<file path="config.mk">
export PLATFORM = sky130hd
export DESIGN_NAME = pms_top
export DESIGN_NICKNAME = d
export VERILOG_FILES = /design/src/core/pms_pkg.sv /design/src/core/pms_attr_if.sv /design/src/core/pms_top.sv /design/src/core/pms_attr_tbl.sv
export SDC_FILE = /design/constraint.sdc
export NUM_CORES = 1
export LEC_CHECK = 0
export BUFFER_PORTS_ARGS = -buffer_cell sky130_fd_sc_hd__clkbuf_2
export CORE_UTILIZATION = 50
export CTS_BUF_LIST = sky130_fd_sc_hd__clkbuf_4
export CTS_CLUSTER_DIAMETER = 80
export DETAILED_ROUTE_END_ITERATION = 10
export PLACE_DENSITY_LB_ADDON = 0.3
export SLEW_MARGIN = 20
export SYNTH_ARGS = -nofsm -noshare
export SYNTH_HDL_FRONTEND = slang
export SYNTH_HIERARCHICAL = 1
export SYNTH_SLANG_ARGS = --single-unit
</file>
<file path="constraint.sdc">
create_clock -name clk -period 2.4 [get_ports clk]
set_input_delay 0.48 -clock clk [delete_from_list [all_inputs] [get_ports clk]]
set_output_delay 0.48 -clock clk [all_outputs]
set_load 0.02 [all_outputs]
</file>
<file path="src/core/pms_pkg.sv">
// package for the phy management service block: encodings, widths, table layout
// assumes a single 200 MHz clock domain; encodings are implementation choices
package pms_pkg;
    localparam int ID_W  = 8;
    localparam int VAL_W = 16;
    localparam int LEN_W = 5;
    localparam int N_ATTR = 4;
    // attribute identifiers and legal ranges (arbitrary implementation choice)
    localparam logic [ID_W-1:0]  ATTR_ID [N_ATTR]  = '{8'h00, 8'h01, 8'h02, 8'h03};
    localparam logic [VAL_W-1:0] ATTR_MIN [N_ATTR] = '{16'h0000, 16'h0000, 16'h0001, 16'h0000};
    localparam logic [VAL_W-1:0] ATTR_MAX [N_ATTR] = '{16'h00FF, 16'h0003, 16'h003F, 16'hFFFF};
    localparam logic [VAL_W-1:0] ATTR_RST [N_ATTR] = '{16'h0000, 16'h0000, 16'h0001, 16'h0000};
    // status encodings
    localparam logic [1:0] ST_SUCCESS   = 2'h0;
    localparam logic [1:0] ST_NOT_FOUND = 2'h1;
    localparam logic [1:0] ST_INVALID   = 2'h2;
    localparam logic [1:0] ST_COMPLETE  = 2'h3;
    // transceiver state encodings
    localparam logic [1:0] XS_OFF = 2'h0;
    localparam logic [1:0] XS_TX  = 2'h1;
    localparam logic [1:0] XS_RX  = 2'h2;
    // confirm kind encodings
    localparam logic [1:0] CK_READ  = 2'h0;
    localparam logic [1:0] CK_WRITE = 2'h1;
    localparam logic [1:0] CK_BURST = 2'h2;
    localparam logic [1:0] CK_STATE = 2'h3;
    // full value width in value-length units
    localparam logic [LEN_W-1:0] VAL_LEN = 5'h10;
    localparam logic [LEN_W-1:0] LEN_NONE = 5'h00;
endpackage : pms_pkg

</file>
<file path="src/core/pms_attr_if.sv">
// interface between the request engine and the attribute table
// assumes both ends share clk
`timescale 1ns/10ps
interface pms_attr_if;
    import pms_pkg::*;
    logic [ID_W-1:0]  id;
    logic [VAL_W-1:0] wr_val;
    logic             wr_en;
    logic             found;
    logic             in_range;
    logic [VAL_W-1:0] rd_val;
    modport eng (output id, output wr_val, output wr_en,
                 input found, input in_range, input rd_val);
    modport tbl (input id, input wr_val, input wr_en,
                 output found, output in_range, output rd_val);
endinterface : pms_attr_if

</file>
<file path="src/core/pms_top.sv">
// phy management service: serves read, write, burst and transceiver-state requests
// assumes requester keeps one request outstanding; burst_done comes from the
// same-clock burst transmitter; all inputs are synchronous to clk
`timescale 1ns/10ps
module pms_top (
    input  wire logic                    clk,
    input  wire logic                    resetn,
    input  wire logic                    attr_read_req,
    input  wire logic                    attr_write_req,
    input  wire logic                    burst_initiate_req,
    input  wire logic                    xcvr_state_set_req,
    input  wire logic [pms_pkg::ID_W-1:0]  attr_id,
    input  wire logic [pms_pkg::VAL_W-1:0] attr_value,
    input  wire logic [1:0]              xcvr_target_state,
    input  wire logic                    burst_done,
    output logic                         burst_start,
    output logic [1:0]                   xcvr_state,
    output logic                         cnf_valid,
    output logic [1:0]                   cnf_kind,
    output logic [1:0]                   cnf_status,
    output logic [pms_pkg::ID_W-1:0]     cnf_attr_id,
    output logic [pms_pkg::VAL_W-1:0]    cnf_value,
    output logic [pms_pkg::LEN_W-1:0]    cnf_value_len,
    output logic                         busy
);
    import pms_pkg::*;

    typedef enum logic [1:0] {PMS_IDLE, PMS_BURST} pms_state_t;
    pms_state_t state_q;

    pms_attr_if at ();
    pms_attr_tbl u_tbl (
        .clk    (clk),
        .resetn (resetn),
        .at     (at)
    );

    // request decode; requests are ignored while a burst is outstanding
    wire idle     = (state_q == PMS_IDLE);
    wire do_read  = idle && attr_read_req;
    wire do_write = idle && attr_write_req;
    wire do_burst = idle && burst_initiate_req;
    wire do_state = idle && xcvr_state_set_req;
    wire st_legal = (xcvr_target_state == XS_OFF) || (xcvr_target_state == XS_TX)
                 || (xcvr_target_state == XS_RX);
    wire burst_end = (state_q == PMS_BURST) && burst_done;

    assign at.id     = attr_id;
    assign at.wr_val = attr_value;
    assign at.wr_en  = do_write;

    // write status: absent id first, then range check
    wire [1:0] wr_status = !at.found    ? ST_NOT_FOUND
                         : !at.in_range ? ST_INVALID
                         :                ST_SUCCESS;
    wire [1:0] rd_status = at.found ? ST_SUCCESS : ST_NOT_FOUND;

    // controller: only the burst waits, everything else answers next cycle
    always_ff @(posedge clk or negedge resetn) begin
        if (!resetn) begin
            state_q <= PMS_IDLE;
        end else begin
            unique case (state_q)
                PMS_IDLE:  if (do_burst) state_q <= PMS_BURST;
                PMS_BURST: if (burst_done) state_q <= PMS_IDLE;
            endcase
        end
    end

    // transceiver state: illegal targets leave it in its current state
    always_ff @(posedge clk or negedge resetn) begin
        if (!resetn) begin
            xcvr_state <= XS_OFF;
        end else if (do_state && st_legal) begin
            xcvr_state <= xcvr_target_state;
        end
    end

    // burst start pulse and busy level
    always_ff @(posedge clk or negedge resetn) begin
        if (!resetn) begin
            burst_start <= 1'b0;
            busy        <= 1'b0;
        end else begin
            burst_start <= do_burst;
            busy        <= (do_burst || (!idle && !burst_done));
        end
    end

    // confirm outputs: one pulse per request, matching kind
    always_ff @(posedge clk or negedge resetn) begin
        if (!resetn) begin
            cnf_valid     <= 1'b0;
            cnf_kind      <= CK_READ;
            cnf_status    <= ST_SUCCESS;
            cnf_attr_id   <= '0;
            cnf_value     <= '0;
            cnf_value_len <= LEN_NONE;
        end else begin
            cnf_valid <= do_read || do_write || do_state || burst_end;
            if (do_read) begin
                cnf_kind      <= CK_READ;
                cnf_status    <= rd_status;
                cnf_attr_id   <= attr_id;
                cnf_value     <= at.found ? at.rd_val : '0;
                cnf_value_len <= at.found ? VAL_LEN : LEN_NONE;
            end else if (do_write) begin
                cnf_kind      <= CK_WRITE;
                cnf_status    <= wr_status;
                cnf_attr_id   <= attr_id;
                cnf_value     <= '0;
                cnf_value_len <= LEN_NONE;
            end else if (do_state) begin
                cnf_kind      <= CK_STATE;
                cnf_status    <= ST_COMPLETE;
                cnf_attr_id   <= '0;
                cnf_value     <= '0;
                cnf_value_len <= LEN_NONE;
            end else if (burst_end) begin
                cnf_kind      <= CK_BURST;
                cnf_status    <= ST_COMPLETE;
                cnf_attr_id   <= '0;
                cnf_value     <= '0;
                cnf_value_len <= LEN_NONE;
            end
        end
    end

    // helper: a state confirm must see the new state already in place
    logic [1:0] tgt_q;
    always_ff @(posedge clk or negedge resetn) begin
        if (!resetn) tgt_q <= XS_OFF;
        else if (do_state) tgt_q <= xcvr_target_state;
    end

    a_read_found: assert property (@(posedge clk) disable iff (!resetn)
        do_read && at.found |=> cnf_valid && cnf_kind == CK_READ && cnf_status == ST_SUCCESS
            && cnf_value == $past(at.rd_val))
        else $error("read of present attribute not confirmed with value");
    a_read_missing: assert property (@(posedge clk) disable iff (!resetn)
        do_read && !at.found |=> cnf_status == ST_NOT_FOUND)
        else $error("read of absent attribute not reported");
    a_read_empty: assert property (@(posedge clk) disable iff (!resetn)
        cnf_valid && cnf_kind == CK_READ |-> cnf_attr_id == $past(attr_id)
            && ((cnf_status == ST_NOT_FOUND) == (cnf_value_len == LEN_NONE)))
        else $error("read confirm id or value length wrong");
    a_burst_start: assert property (@(posedge clk) disable iff (!resetn)
        do_burst |=> burst_start && busy)
        else $error("burst request did not start burst");
    a_burst_after: assert property (@(posedge clk) disable iff (!resetn)
        cnf_valid && cnf_kind == CK_BURST |-> $past(burst_done) && !burst_start
            && cnf_status == ST_COMPLETE)
        else $error("burst confirm before burst sent");
    a_write_status: assert property (@(posedge clk) disable iff (!resetn)
        do_write && at.found && at.in_range |=> cnf_kind == CK_WRITE && cnf_status == ST_SUCCESS)
        else $error("good write not confirmed success");
    a_write_absent: assert property (@(posedge clk) disable iff (!resetn)
        do_write && !at.found |=> cnf_status == ST_NOT_FOUND)
        else $error("write to absent attribute not reported");
    a_write_range: assert property (@(posedge clk) disable iff (!resetn)
        do_write && at.found && !at.in_range |=> cnf_status == ST_INVALID
            && (at.id != $past(attr_id) || at.rd_val == $past(at.rd_val)))
        else $error("out-of-range write not rejected");
    a_write_id: assert property (@(posedge clk) disable iff (!resetn)
        cnf_valid && cnf_kind == CK_WRITE |-> cnf_attr_id == $past(attr_id)
            && cnf_status != ST_COMPLETE)
        else $error("write confirm id or status wrong");
    a_xcvr_legal: assert property (@(posedge clk) disable iff (!resetn)
        xcvr_state == XS_OFF || xcvr_state == XS_TX || xcvr_state == XS_RX)
        else $error("transceiver in undefined state");
    a_state_now: assert property (@(posedge clk) disable iff (!resetn)
        do_state && st_legal |=> cnf_valid && cnf_kind == CK_STATE
            && xcvr_state == $past(xcvr_target_state))
        else $error("state change not immediate");
    a_state_cnf: assert property (@(posedge clk) disable iff (!resetn)
        cnf_valid && cnf_kind == CK_STATE |-> cnf_status == ST_COMPLETE
            && (xcvr_state == tgt_q || !$past(st_legal)))
        else $error("state confirm without new state");
    a_one_cnf: assert property (@(posedge clk) disable iff (!resetn)
        do_burst |=> !cnf_valid)
        else $error("burst confirmed without waiting");
endmodule : pms_top

</file>
<file path="src/core/pms_attr_tbl.sv">
// attribute table: storage, lookup and range check
// assumes the engine holds id stable while it samples found and in_range
`timescale 1ns/10ps
module pms_attr_tbl (
    input wire logic clk,
    input wire logic resetn,
    pms_attr_if.tbl  at
);
    import pms_pkg::*;
    logic [VAL_W-1:0] mem_q [N_ATTR];
    logic [N_ATTR-1:0] hit;
    logic [N_ATTR-1:0] ok;
    logic [VAL_W-1:0]  sel;

    // one id comparator and one range comparator pair per attribute
    always_comb begin
        sel = '0;
        for (int i = 0; i < N_ATTR; i++) begin
            hit[i] = (at.id == ATTR_ID[i]);
            ok[i]  = hit[i] && (at.wr_val >= ATTR_MIN[i]) && (at.wr_val <= ATTR_MAX[i]);
            if (hit[i]) begin
                sel = mem_q[i];
            end
        end
    end
    assign at.found    = |hit;
    assign at.in_range = |ok;
    assign at.rd_val   = sel;

    // storage only changes on a checked write of a present, in-range attribute
    always_ff @(posedge clk or negedge resetn) begin
        if (!resetn) begin
            for (int i = 0; i < N_ATTR; i++) mem_q[i] <= ATTR_RST[i];
        end else if (at.wr_en) begin
            for (int i = 0; i < N_ATTR; i++) if (ok[i]) mem_q[i] <= at.wr_val;
        end
    end
endmodule : pms_attr_tbl

</file>
==> out/metrics.cfg, run 1 <==
[run_status]
status = finished with violations
violations = DRC

[clock_network]
cts_sinks = 99
cts_tree = yes
clk_path_buf_depth = 2
numCtsBuffers = 9
clk_latency_ns = 0.43
clkTransAtPathRegs_ns = 0.15
cts_root_buffer = clkbuf_4
ctsHtreeMaxLevel = 3

[power_and_ir_drop]
power_mw = 2.94
ir_drop_mv = 0.256
p_leak_nw = 2.56
pwr_density_cell_nw_per_um2 = 605

[worst_hold_path]
hold_class = in -> reg
whs_endpoint = u_tbl/mem_q[13]
hold_depth = 2
holdCritStartpoint = attr_value[13]

[sta]
max_freq_ghz = 0.498
holdWs_ns = 0.285
clock_skew_ns = 0.0117
finalSetupViolations = 0
timing.final.crit_share_pct = 83.6
fin_setup_tns_ns = 0
rsz0062_at_grt = false
layout_min_cycle_time_ns = 2.01
layout_setup_ws_ns = 0.393
maxSlewHeadroom_pct = 55.0
worst_slew_pin_slew_ns = 0.673
hold_violations = 0
final-max-slew-violation-count = 0

[logic_synthesis]
synth.most_common_cell = dfrtp_1
ys_seq_area_share_pct = 59.1
yosysTopAreaCell = dfrtp_1
synth_top_area_share_pct = 58.5
yosys-top-cells-count = dfrtp_1, nor2b_1, mux2_2
synth_warnings = 6
ys_ff_latch = 99
synth_ff_type = dfrtp_1
avgSynthCellArea_um2 = 14.7
synthTopCellsByArea = dfrtp_1, mux4_2, mux2_2
syn_area_um2 = 4190
ys_async_sr_fraction_pct = 100
netlist_instances = 285
synth_edf_count = 0
synth_cell_types = 42

[placed_design]
portBuffers = 66
post-place-ws_ns = -0.0598
dp_hpwl_mm = 5.91
place.gp.congestion = 0.742

[floorplan]
rows = 33
die_h_um = 93.6
die_w_um = 93.6
start_util_pct = 51.3
core_area_um2 = 8180
fp.dieArea_um2 = 8760
io-pin-count = 71

[detailed_routing]
via_per_inst = 5.51
drc = 1
route.antenna.remaining_nets = 0
dr.pass1.iters = 7
drtIter0Drc = 81
via_count = 2629
wl_per_cell_um = 17.1
wirelength_mm = 8.16

[worst_setup_path]
crit_arrival_ns = 2.33
worstSetupEndpointType = register
rr_worst_depth = 7
path_max_fanout = 8
start_kind = input pin
critical_path_class = in -> reg
reg2reg_slack_ns = 0.44
reg2reg_from = state_q[0]
rr_endpoint = u_tbl/mem_q[43]
cp.required_ns = 2.73

[cells_and_area]
drive_above_1_share_pct = 42.7
antenna_cells = 0
areaGrowthSynthToFinish_pct = 15.7
layout.nets = 400
fillers = 660

[global_routing]
track_usage_pct = 19.9
grt_pass1_wl_mm = 12.9
globalRoute.totalOverflow = 0
grt_pass1_vias = 2510
grt_max_degree = 40
antenna_found_initial = 0

[run]
cap_viol_max_count = 0

==> per-stage QoR <==
step | utilization, % | std cells | area (µm²)
floorplan | - | 288 | 4200
global placement | 57.6 | 460 | 4710
detailed placement | 57.6 | 460 | 4710
CTS | 59.4 | 477 | 4850
global route | 59.4 | 477 | 4850
finish | 59.4 | 477 | 4850
==> worst max-delay path, stage by stage <==
cell and delay [ns]:
clkbuf_2 0.10, or4_4 0.55, or4b_4 0.53, nor3_4 0.27
buf_4 0.21, and2b_1 0.19
==> cell families (layout without fill, tap and decap cells) <==
family / after synthesis / in the layout / synth area share, %
compound gates: 36 / 36 / 7.13
xor+xnor: 1 / 1 / 0.209
buf+inv: 22 / 106 / 3.58
flops: 99 / 99 / 59.1
mux: 48 / 48 / 17.4
other cells: 1 / 4 / 0.0894
simple gates: 78 / 78 / 12.5
==> timing repair <==
| action | in CTS | in global routing |
|---|---|---|
| hold endpoints to repair | 35 | 0 |
| buffers inserted | 0 | 0 |
| resized for setup | 0 | 0 |
| endpoints found under the setup margin | 0 | 0 |
| hold buffers | 1 | 0 |
==> final cells by class <==
cell class | count | area, µm² | share of cell area (%)
Clock inverter | 7 | 66.3 | 1.37
Tap cell | 105 | 131 | 2.71
Sequential cell | 99 | 2480 | 51.1
Clock buffer | 9 | 67.6 | 1.39
Timing Repair Buffer | 88 | 526 | 10.8
Multi-Input combinational cell | 167 | 1580 | 32.5
Inverter | 2 | 7.51 | 0.155
==> how the worst max path moves through the flow <==
| stage | from | end | slack, ns |
|---|---|---|---|
| after floorplan | attr_value[4] | u_tbl/mem_q[32] | 0.16 |
| after global placement | attr_value[4] | u_tbl/mem_q[43] | 0.004 |
| after detailed placement | attr_value[4] | u_tbl/mem_q[43] | -0.06 |
| after CTS | attr_value[4] | u_tbl/mem_q[43] | 0.41 |
| after global routing | state_q[0] | u_tbl/mem_q[43] | 0.34 |
| final | attr_value[4] | u_tbl/mem_q[43] | 0.39 |
==> registers in the layout, indices dropped and copies added, names as in the netlist, 2 cells and up <==
| register | count |
|---|---|
| cnf_status | 2 |
| cnf_attr_id | 8 |
| xcvr_state | 2 |
| cnf_value | 16 |
| cnf_kind | 2 |
| u_tbl/mem_q | 64 |
==> where the power goes <==
part	switching (mW)	internal, mW	total (mW)	leakage [nW]
clock network	0.529	0.317	0.847	0.0779
logic	0.212	0.129	0.340	1.13
registers	0.0281	1.72	1.75	1.35
total	0.769	2.17	2.94	2.56
==> cells in the final DEF (no fill, tap or decap), types with 2 or more instances in the layout <==
| cell | n |
|---|---|
| dfrtp_1 | 98 |
| nor2b_1 | 32 |
| conb_1 | 4 |
| clkbuf_4 | 9 |
| mux2_2 | 30 |
| inv_6 | 2 |
| nand2_1 | 2 |
| nor2_1 | 6 |
| nand2b_1 | 2 |
| inv_1 | 2 |
| clkinv_2 | 3 |
| o22a_1 | 3 |
| mux2_4 | 2 |
| nand4_1 | 2 |
| o31ai_1 | 2 |
| a21oi_1 | 3 |
| and3_1 | 16 |
| buf_4 | 20 |
| a22o_1 | 24 |
| and2b_1 | 2 |
| mux4_2 | 16 |
| nor4_1 | 3 |
| clkbuf_2 | 65 |
| buf_12 | 2 |
| or2_2 | 2 |
==> layer usage <==
layer  GRT usage, %  share of wire, %  up-vias
met4           9.36               1.8        0
met2           30.0                47       72
met3           3.82               5.0       11
li1               -                 -     1203
met1           28.0                46     1343
met5              0                 0        -
Note: power is estimated with default switching activity, not from simulation.
==> run 2: changes to the inputs <==
==> constraint.sdc (replaced) <==
create_clock -name clk -period 1.8 [get_ports clk]
set_input_delay 0.36 -clock clk [delete_from_list [all_inputs] [get_ports clk]]
set_output_delay 0.36 -clock clk [all_outputs]
set_load 0.02 [all_outputs]
==> run 2 against run 1 <==
The run ends with DRC, setup timing left. Cell count is 4.4% higher. Flip-flop and latch count unchanged. Critical path type is now reg -> reg. Combinational power grew 45%. Register-to-register slack got worse by 0.53 ns. Largest power group unchanged. Worst setup slack worse by 0.48 ns. Critical endpoint is now u_tbl/mem_q[48]. Critical path depth increased by 2. Die area did not move. Clock-buffer cell count rose by 2. Largest cell class unchanged.
==> out/metrics.cfg, run 2 (synthesized netlist as in run 1, its figures left out) <==
[cells_and_area]
fillers = 613  ; -7.1%
areaGrowthSynthToFinish_pct = 22.6
fin_util_pct = 62.9  ; +3.6 points
multi_input_area_um2 = 1610  ; +2.4%
most-common-layout-cells = dfrtp_1, clkbuf_2, nor2b_1, buf_4, mux2_2
regMostFlops = u_tbl/mem_q
drive_above_1_share_pct = 46.8  ; +4.1 points
antenna_cells = 0  ; unchanged
stdcell_count = 498  ; +4.4%
largest_register_ffs = 64  ; unchanged
layout_commonest_cell = dfrtp_1
largest_registers = u_tbl/mem_q: 64 flops, cnf_value: 16 flops, cnf_attr_id: 8 flops
layout.nets = 421  ; +5.3%
regArea_um2 = 2480  ; unchanged

[power_and_ir_drop]
p_leak_nw = 2.70  ; +5.4%
pwr-share-clk_pct = 31.3  ; +2.5 points
p_sw_share_pct = 25.0  ; -1.2 points
p_seq_share_pct = 56.7  ; -2.9 points
ir_drop_mv = 0.371  ; +44%
combPwrFrac_pct = 12.0  ; +0.4 points
pwr_density_cell_nw_per_um2 = 801  ; +32%
switching_power_mw = 1.03  ; +34%
p_int_mw = 3.09  ; +42%

[clock_network]
cts_root_buffer = clkbuf_4
cts_tree = yes
ctsHtreeMaxLevel = 3  ; unchanged
cts_sinks = 99  ; unchanged
clk_latency_ns = 0.45  ; +0.02 ns
clkTransAtPathRegs_ns = 0.14  ; about the same
numCtsBuffers = 9  ; unchanged
clk_path_buf_depth = 2  ; unchanged

[global_routing]
antenna_found_initial = 0  ; unchanged
grt_pass1_wl_mm = 14.1  ; +9.0%
grt_pass1_vias = 2759  ; +9.9%
globalRoute.totalOverflow = 0  ; unchanged
track_usage_pct = 21.6  ; +1.7 points
grt_max_degree = 37  ; -7.5%

[worst_setup_path]
path_buf_inv = 3  ; +1
path_max_fanout = 5  ; -3
reg2reg_from = state_q[0]
worstSetupEndpointType = register
cp_cell_sequence = nor2b_1, nor3b_2, buf_4, nand4_1, buf_6, nor3_4, buf_4, mux2_2
cpMostUsedCell = buf_4
cp_top_family = simple AND/OR/NAND/NOR gates
startpoint = state_q[0]
start_kind = register
critical_path_class = reg -> reg
cp.required_ns = 2.15  ; -0.58 ns
critPathMaxStageDelay_ns = 0.41  ; -0.14 ns
cp_slowest_cell = dfrtp_1
crit_arrival_ns = 2.24  ; -0.09 ns

[floorplan]
rows = 33  ; unchanged
core_area_um2 = 8180  ; unchanged
io-pin-count = 71  ; unchanged
start_util_pct = 51.3  ; unchanged
die_w_um = 93.6  ; unchanged
die_h_um = 93.6  ; unchanged
fp.dieArea_um2 = 8760  ; unchanged

[run_status]
violations = DRC, setup timing
status = finished with violations

[sta]
final-max-slew-violation-count = 0  ; unchanged
timing.final.crit_share_pct = 105
clock_skew_ns = 0.0200  ; +0.00827 ns
finalSetupViolations = 18  ; +18
hold_violations = 0  ; unchanged
layout_min_cycle_time_ns = 1.89
max_freq_ghz = 0.529
fin_setup_tns_ns = -1.05  ; -1.05 ns
layout_setup_ws_ns = -0.0901  ; -0.483 ns
rsz0062_at_grt = true
holdWs_ns = 0.156  ; -0.129 ns

[detailed_routing]
via_count = 2675  ; +1.7%
routed-wl-met3_um = 318  ; -23%
drc = 1  ; unchanged
top_layer = met4
wl_met1_mm = 4.08  ; +9.1%
dr.pass1.iters = 7  ; unchanged
via_per_inst = 5.37  ; -2.5%
route.antenna.remaining_nets = 0  ; unchanged
drtIter0Drc = 59  ; -27%
wl_per_cell_um = 17.2  ; +0.70%
dr_wl_met2_mm = 4.07  ; +5.3%
wirelength_mm = 8.58  ; +5.1%

[placed_design]
dp_cells = 478  ; +3.9%
portBuffers = 66  ; unchanged
dp_hpwl_mm = 6.43  ; +8.9%
place.gp.congestion = 0.775  ; +4.4%

[run]
cap_viol_max_count = 0  ; unchanged

[worst_hold_path]
holdCritStartpoint = xcvr_target_state[1]
hold_class = in -> reg

run 2: changes by cell type in the layout (fill, tap and decap cells not counted), moves of 2 or more:
cell        change
nor2b_1         -2
clkbuf_4        +2
mux2_2          -4
buf_12          +2
nor2b_2         +2
inv_6           -2
clkinv_2        -3
buf_6           +9
mux2_4          +4
clkinvlp_4      +2
buf_4          +10
run 2: power groups by stage:
stage                     sequential, mW  clock [mW]  combinational (mW)
after detailed placement            2.38           0               0.493
after floorplan                     2.44           0               0.198
final                               2.33        1.29               0.494
after global placement              2.37           0               0.483
after CTS                           2.34        1.32               0.501
after global routing                2.34        1.41               0.545
run 2: repair_timing:
item,CTS,global route
hold buffers,1,0
endpoints found under the setup margin,48,46
hold endpoints to repair,32,0
buffers inserted,2,1
pin swaps,4,1
gates resized for setup,12,7
run 2: metal layers:
layer	GRT usage, %	up-vias
met5	0	-
li1	-	1246
met2	33.2	58
met3	4.96	9
met4	6.92	0
met1	30.7	1362
run 2: per-stage QoR:
stage	power [mW]	setup slack (ns)	instance area [µm²]
global placement	2.86	-0.507	4870
floorplan	2.64	-0.316	4210
detailed placement	2.87	-0.548	4870
global route	4.30	-0.196	5140
CTS	4.15	-0.122	5110
finish	4.12	-0.0901	5140
run 2: worst register-to-register path: cells and delay by family, from the launching register on:
kind / cells / cell delay, ns
AND/OR/NAND/NOR: 4 / 0.56
buffers and inverters: 3 / 0.49
flip-flops: 1 / 0.41
multiplexers: 1 / 0.33
run 2: worst paths after layout:
check | end | slack, ns | depth (start not counted)
hold reg to reg | cnf_value_len[4] | 0.50 | 1
min in group asynchronous | cnf_attr_id[4] | 0.38 | 2
setup / recovery | u_tbl/mem_q[48] | -0.09 | 8
max in group asynchronous | cnf_kind[1] | 0.87 | 3
setup reg to reg | u_tbl/mem_q[48] | -0.09 | 8
hold / removal | xcvr_state[1] | 0.16 | 2
run 2: cell type report:
type                    instances  area share, %
flip-flops and latches         99           48.2
clock buffers                  11           1.61
well taps                     105           2.55
inverters                       2          0.146
multi-input cells             167           31.4
repair buffers                109           14.6
clock inverters                 5           1.53
==> run 3: changes to the inputs <==
--- a/config.mk
+++ b/config.mk
@@ -11,7 +11,7 @@
 export CTS_CLUSTER_DIAMETER = 80
 export DETAILED_ROUTE_END_ITERATION = 10
 export PLACE_DENSITY_LB_ADDON = 0.3
-export SLEW_MARGIN = 20
+export SLEW_MARGIN = 5
 export SYNTH_ARGS = -nofsm -noshare
 export SYNTH_HDL_FRONTEND = slang
 export SYNTH_HIERARCHICAL = 1
==> constraint.sdc (replaced) <==
create_clock -name clk -period 1.8 [get_ports clk]
set_input_delay 0.09 -clock clk [delete_from_list [all_inputs] [get_ports clk]]
set_output_delay 0.09 -clock clk [all_outputs]
set_load 0.02 [all_outputs]
==> run 3 against run 2 <==
The run still ends with DRC, setup timing left. Design area grew 3.7%. Flip-flop and latch count unchanged. Combinational power grew 12%. Worst setup slack got worse by 0.031 ns. Register-to-register slack lost 0.03 ns. Clock skew grew 0.0063 ns. Via count is 5.0% higher.
==> out/metrics.cfg, run 3 (synthesized netlist as in run 1, its figures left out) <==
[clock_network]
cts_tree = yes
clkTransAtPathRegs_ns = 0.15  ; about the same
numCtsBuffers = 9  ; unchanged
cts_sinks = 99  ; unchanged
ctsHtreeMaxLevel = 3  ; unchanged
clk_latency_ns = 0.45  ; about the same
cts_root_buffer = clkbuf_4
clk_path_buf_depth = 2  ; unchanged

[global_routing]
grt_pass1_wl_mm = 14.4  ; +2.2%
grt_max_degree = 51  ; +38%
track_usage_pct = 21.9  ; +0.29 points
grt_pass1_vias = 2786  ; +0.98%
antenna_found_initial = 0  ; unchanged
globalRoute.totalOverflow = 0  ; unchanged

[sta]
layout_min_cycle_time_ns = 1.92  ; +0.0308 ns
finalSetupViolations = 20  ; +2
rsz0062_at_grt = true
hold_violations = 0  ; unchanged
layout_setup_ws_ns = -0.121  ; -0.0308 ns
max_freq_ghz = 0.521  ; -1.6%
final-max-slew-violation-count = 0  ; unchanged
fin_setup_tns_ns = -1.15  ; -0.0959 ns
clock_skew_ns = 0.0263  ; +0.00634 ns
holdWs_ns = 0.0319  ; -0.124 ns
timing.final.crit_share_pct = 107  ; +1.7 points

[cells_and_area]
layout_commonest_cell = dfrtp_1
regArea_um2 = 2480  ; unchanged
antenna_cells = 0  ; unchanged
fillers = 591  ; -3.6%
largest_register_ffs = 64  ; unchanged
regMostFlops = u_tbl/mem_q
multi_input_area_um2 = 1630  ; +1.2%
drive_above_1_share_pct = 42.9  ; -3.9 points
largest_registers = u_tbl/mem_q: 64 flops, cnf_value: 16 flops, cnf_attr_id: 8 flops
areaGrowthSynthToFinish_pct = 27.2
layout.nets = 445  ; +5.7%
fin_util_pct = 65.2  ; +2.3 points
most-common-layout-cells = dfrtp_1, clkbuf_2, nor2b_1

[worst_setup_path]
cp_slowest_cell = dfrtp_1
cp_cell_sequence = nor2b_1, nor3b_4, nand4_1, buf_4, nor3_4, buf_6, mux2_4
critPathMaxStageDelay_ns = 0.41  ; about the same
crit_arrival_ns = 2.27  ; +0.03 ns
start_kind = register
critical_path_class = reg -> reg
path_max_fanout = 3  ; -2
reg2reg_slack_ns = -0.12  ; -0.03 ns
cp.required_ns = 2.15  ; about the same
worstSetupEndpointType = register

[floorplan]
start_util_pct = 51.3  ; unchanged
die_h_um = 93.6  ; unchanged
fp.dieArea_um2 = 8760  ; unchanged
rows = 33  ; unchanged
core_area_um2 = 8180  ; unchanged
die_w_um = 93.6  ; unchanged
io-pin-count = 71  ; unchanged

[placed_design]
portBuffers = 66  ; unchanged
dp_hpwl_mm = 6.49  ; +0.89%
place.gp.congestion = 0.771  ; -0.49%
post-place-ws_ns = -0.245  ; +0.303 ns

[detailed_routing]
route.antenna.remaining_nets = 0  ; unchanged
drc = 1  ; unchanged
via_count = 2809  ; +5.0%
wl_per_cell_um = 17.5  ; +1.3%
drtIter0Drc = 125  ; +110%
wirelength_mm = 9.12  ; +6.2%
via_per_inst = 5.38  ; +0.18%
dr.pass1.iters = 7  ; unchanged

[worst_hold_path]
hold_class = in -> reg

[run]
cap_viol_max_count = 0  ; unchanged

[power_and_ir_drop]
p_leak_nw = 2.77  ; +2.8%
ir_drop_mv = 0.384  ; +3.6%
power_mw = 3.94  ; -4.4%
pwr_density_cell_nw_per_um2 = 738  ; -7.8%

[run_status]
violations = DRC, setup timing
status = finished with violations

run 3: cell count changes in the layout (fill, tap and decap cells not counted), sizes merged:
cell | before | now
clkinvlp | 2 | 1
clkinv | 1 | 3
bufinv | 2 | 0
inv | 2 | 3
buf | 43 | 38
dlygate4sd3 | 1 | 30
run 3: critical path, delay by kind of cell (launching register included):
family	cells	cell delay [ns]
AND/OR/NAND/NOR	4	0.78
multiplexers	1	0.29
buffers and inverters	2	0.36
flip-flops	1	0.41
run 3: metrics by stage:
stage	instance area [µm²]	cells
global placement	4830	474
floorplan	4230	288
global route	5330	522
CTS	5270	520
detailed placement	4830	474
finish	5330	522
run 3: area by class of cell:
class                           instances  share of cell area (%)
Tap cell                              105                    2.46
Multi-Input combinational cell        167                    30.6
Clock inverter                          5                   0.727
Clock buffer                           11                    1.55
Sequential cell                        99                    46.5
Timing Repair Buffer                  133                    18.0
Inverter                                2                   0.141
run 3: power breakdown:
group / total [mW] / internal (mW) / leakage [nW] / switching [mW]
Combinational: 0.553 / 0.247 / 1.36 / 0.306
Sequential: 2.33 / 2.30 / 1.35 / 0.0384
Clock: 1.05 / 0.324 / 0.0674 / 0.724
Total: 3.94 / 2.87 / 2.77 / 1.07
run 3: repair_timing:
action | in CTS | in global routing
gates resized for setup | 5 | 11
endpoints found under the setup margin | 11 | 48
pin swaps | 2 | 2
hold endpoints to repair | 132 | 1
hold buffers | 29 | 1
setup buffers | 1 | 1
cloned | 0 | 0
run 3: final timing paths:
kind | start | to | depth (start not counted)
max | state_q[0] | u_tbl/mem_q[33] | 7
max in group asynchronous | resetn | u_tbl/mem_q[16] | 3
min in group asynchronous | resetn | cnf_attr_id[7] | 2
min reg2reg | xcvr_state[1] | xcvr_state[1] | 1
max reg2reg | state_q[0] | u_tbl/mem_q[33] | 7
min | attr_value[5] | u_tbl/mem_q[21] | 3
run 3: metal layers:
metal	vias up	track usage [%]	part of all wire (%)	routed length, µm
li1	1291	-	-	-
met1	1438	31.7	48	4380
met2	73	34.5	47	4260
met3	7	3.17	3.8	351
met4	0	6.92	1.3	117
met5	-	0	0	0
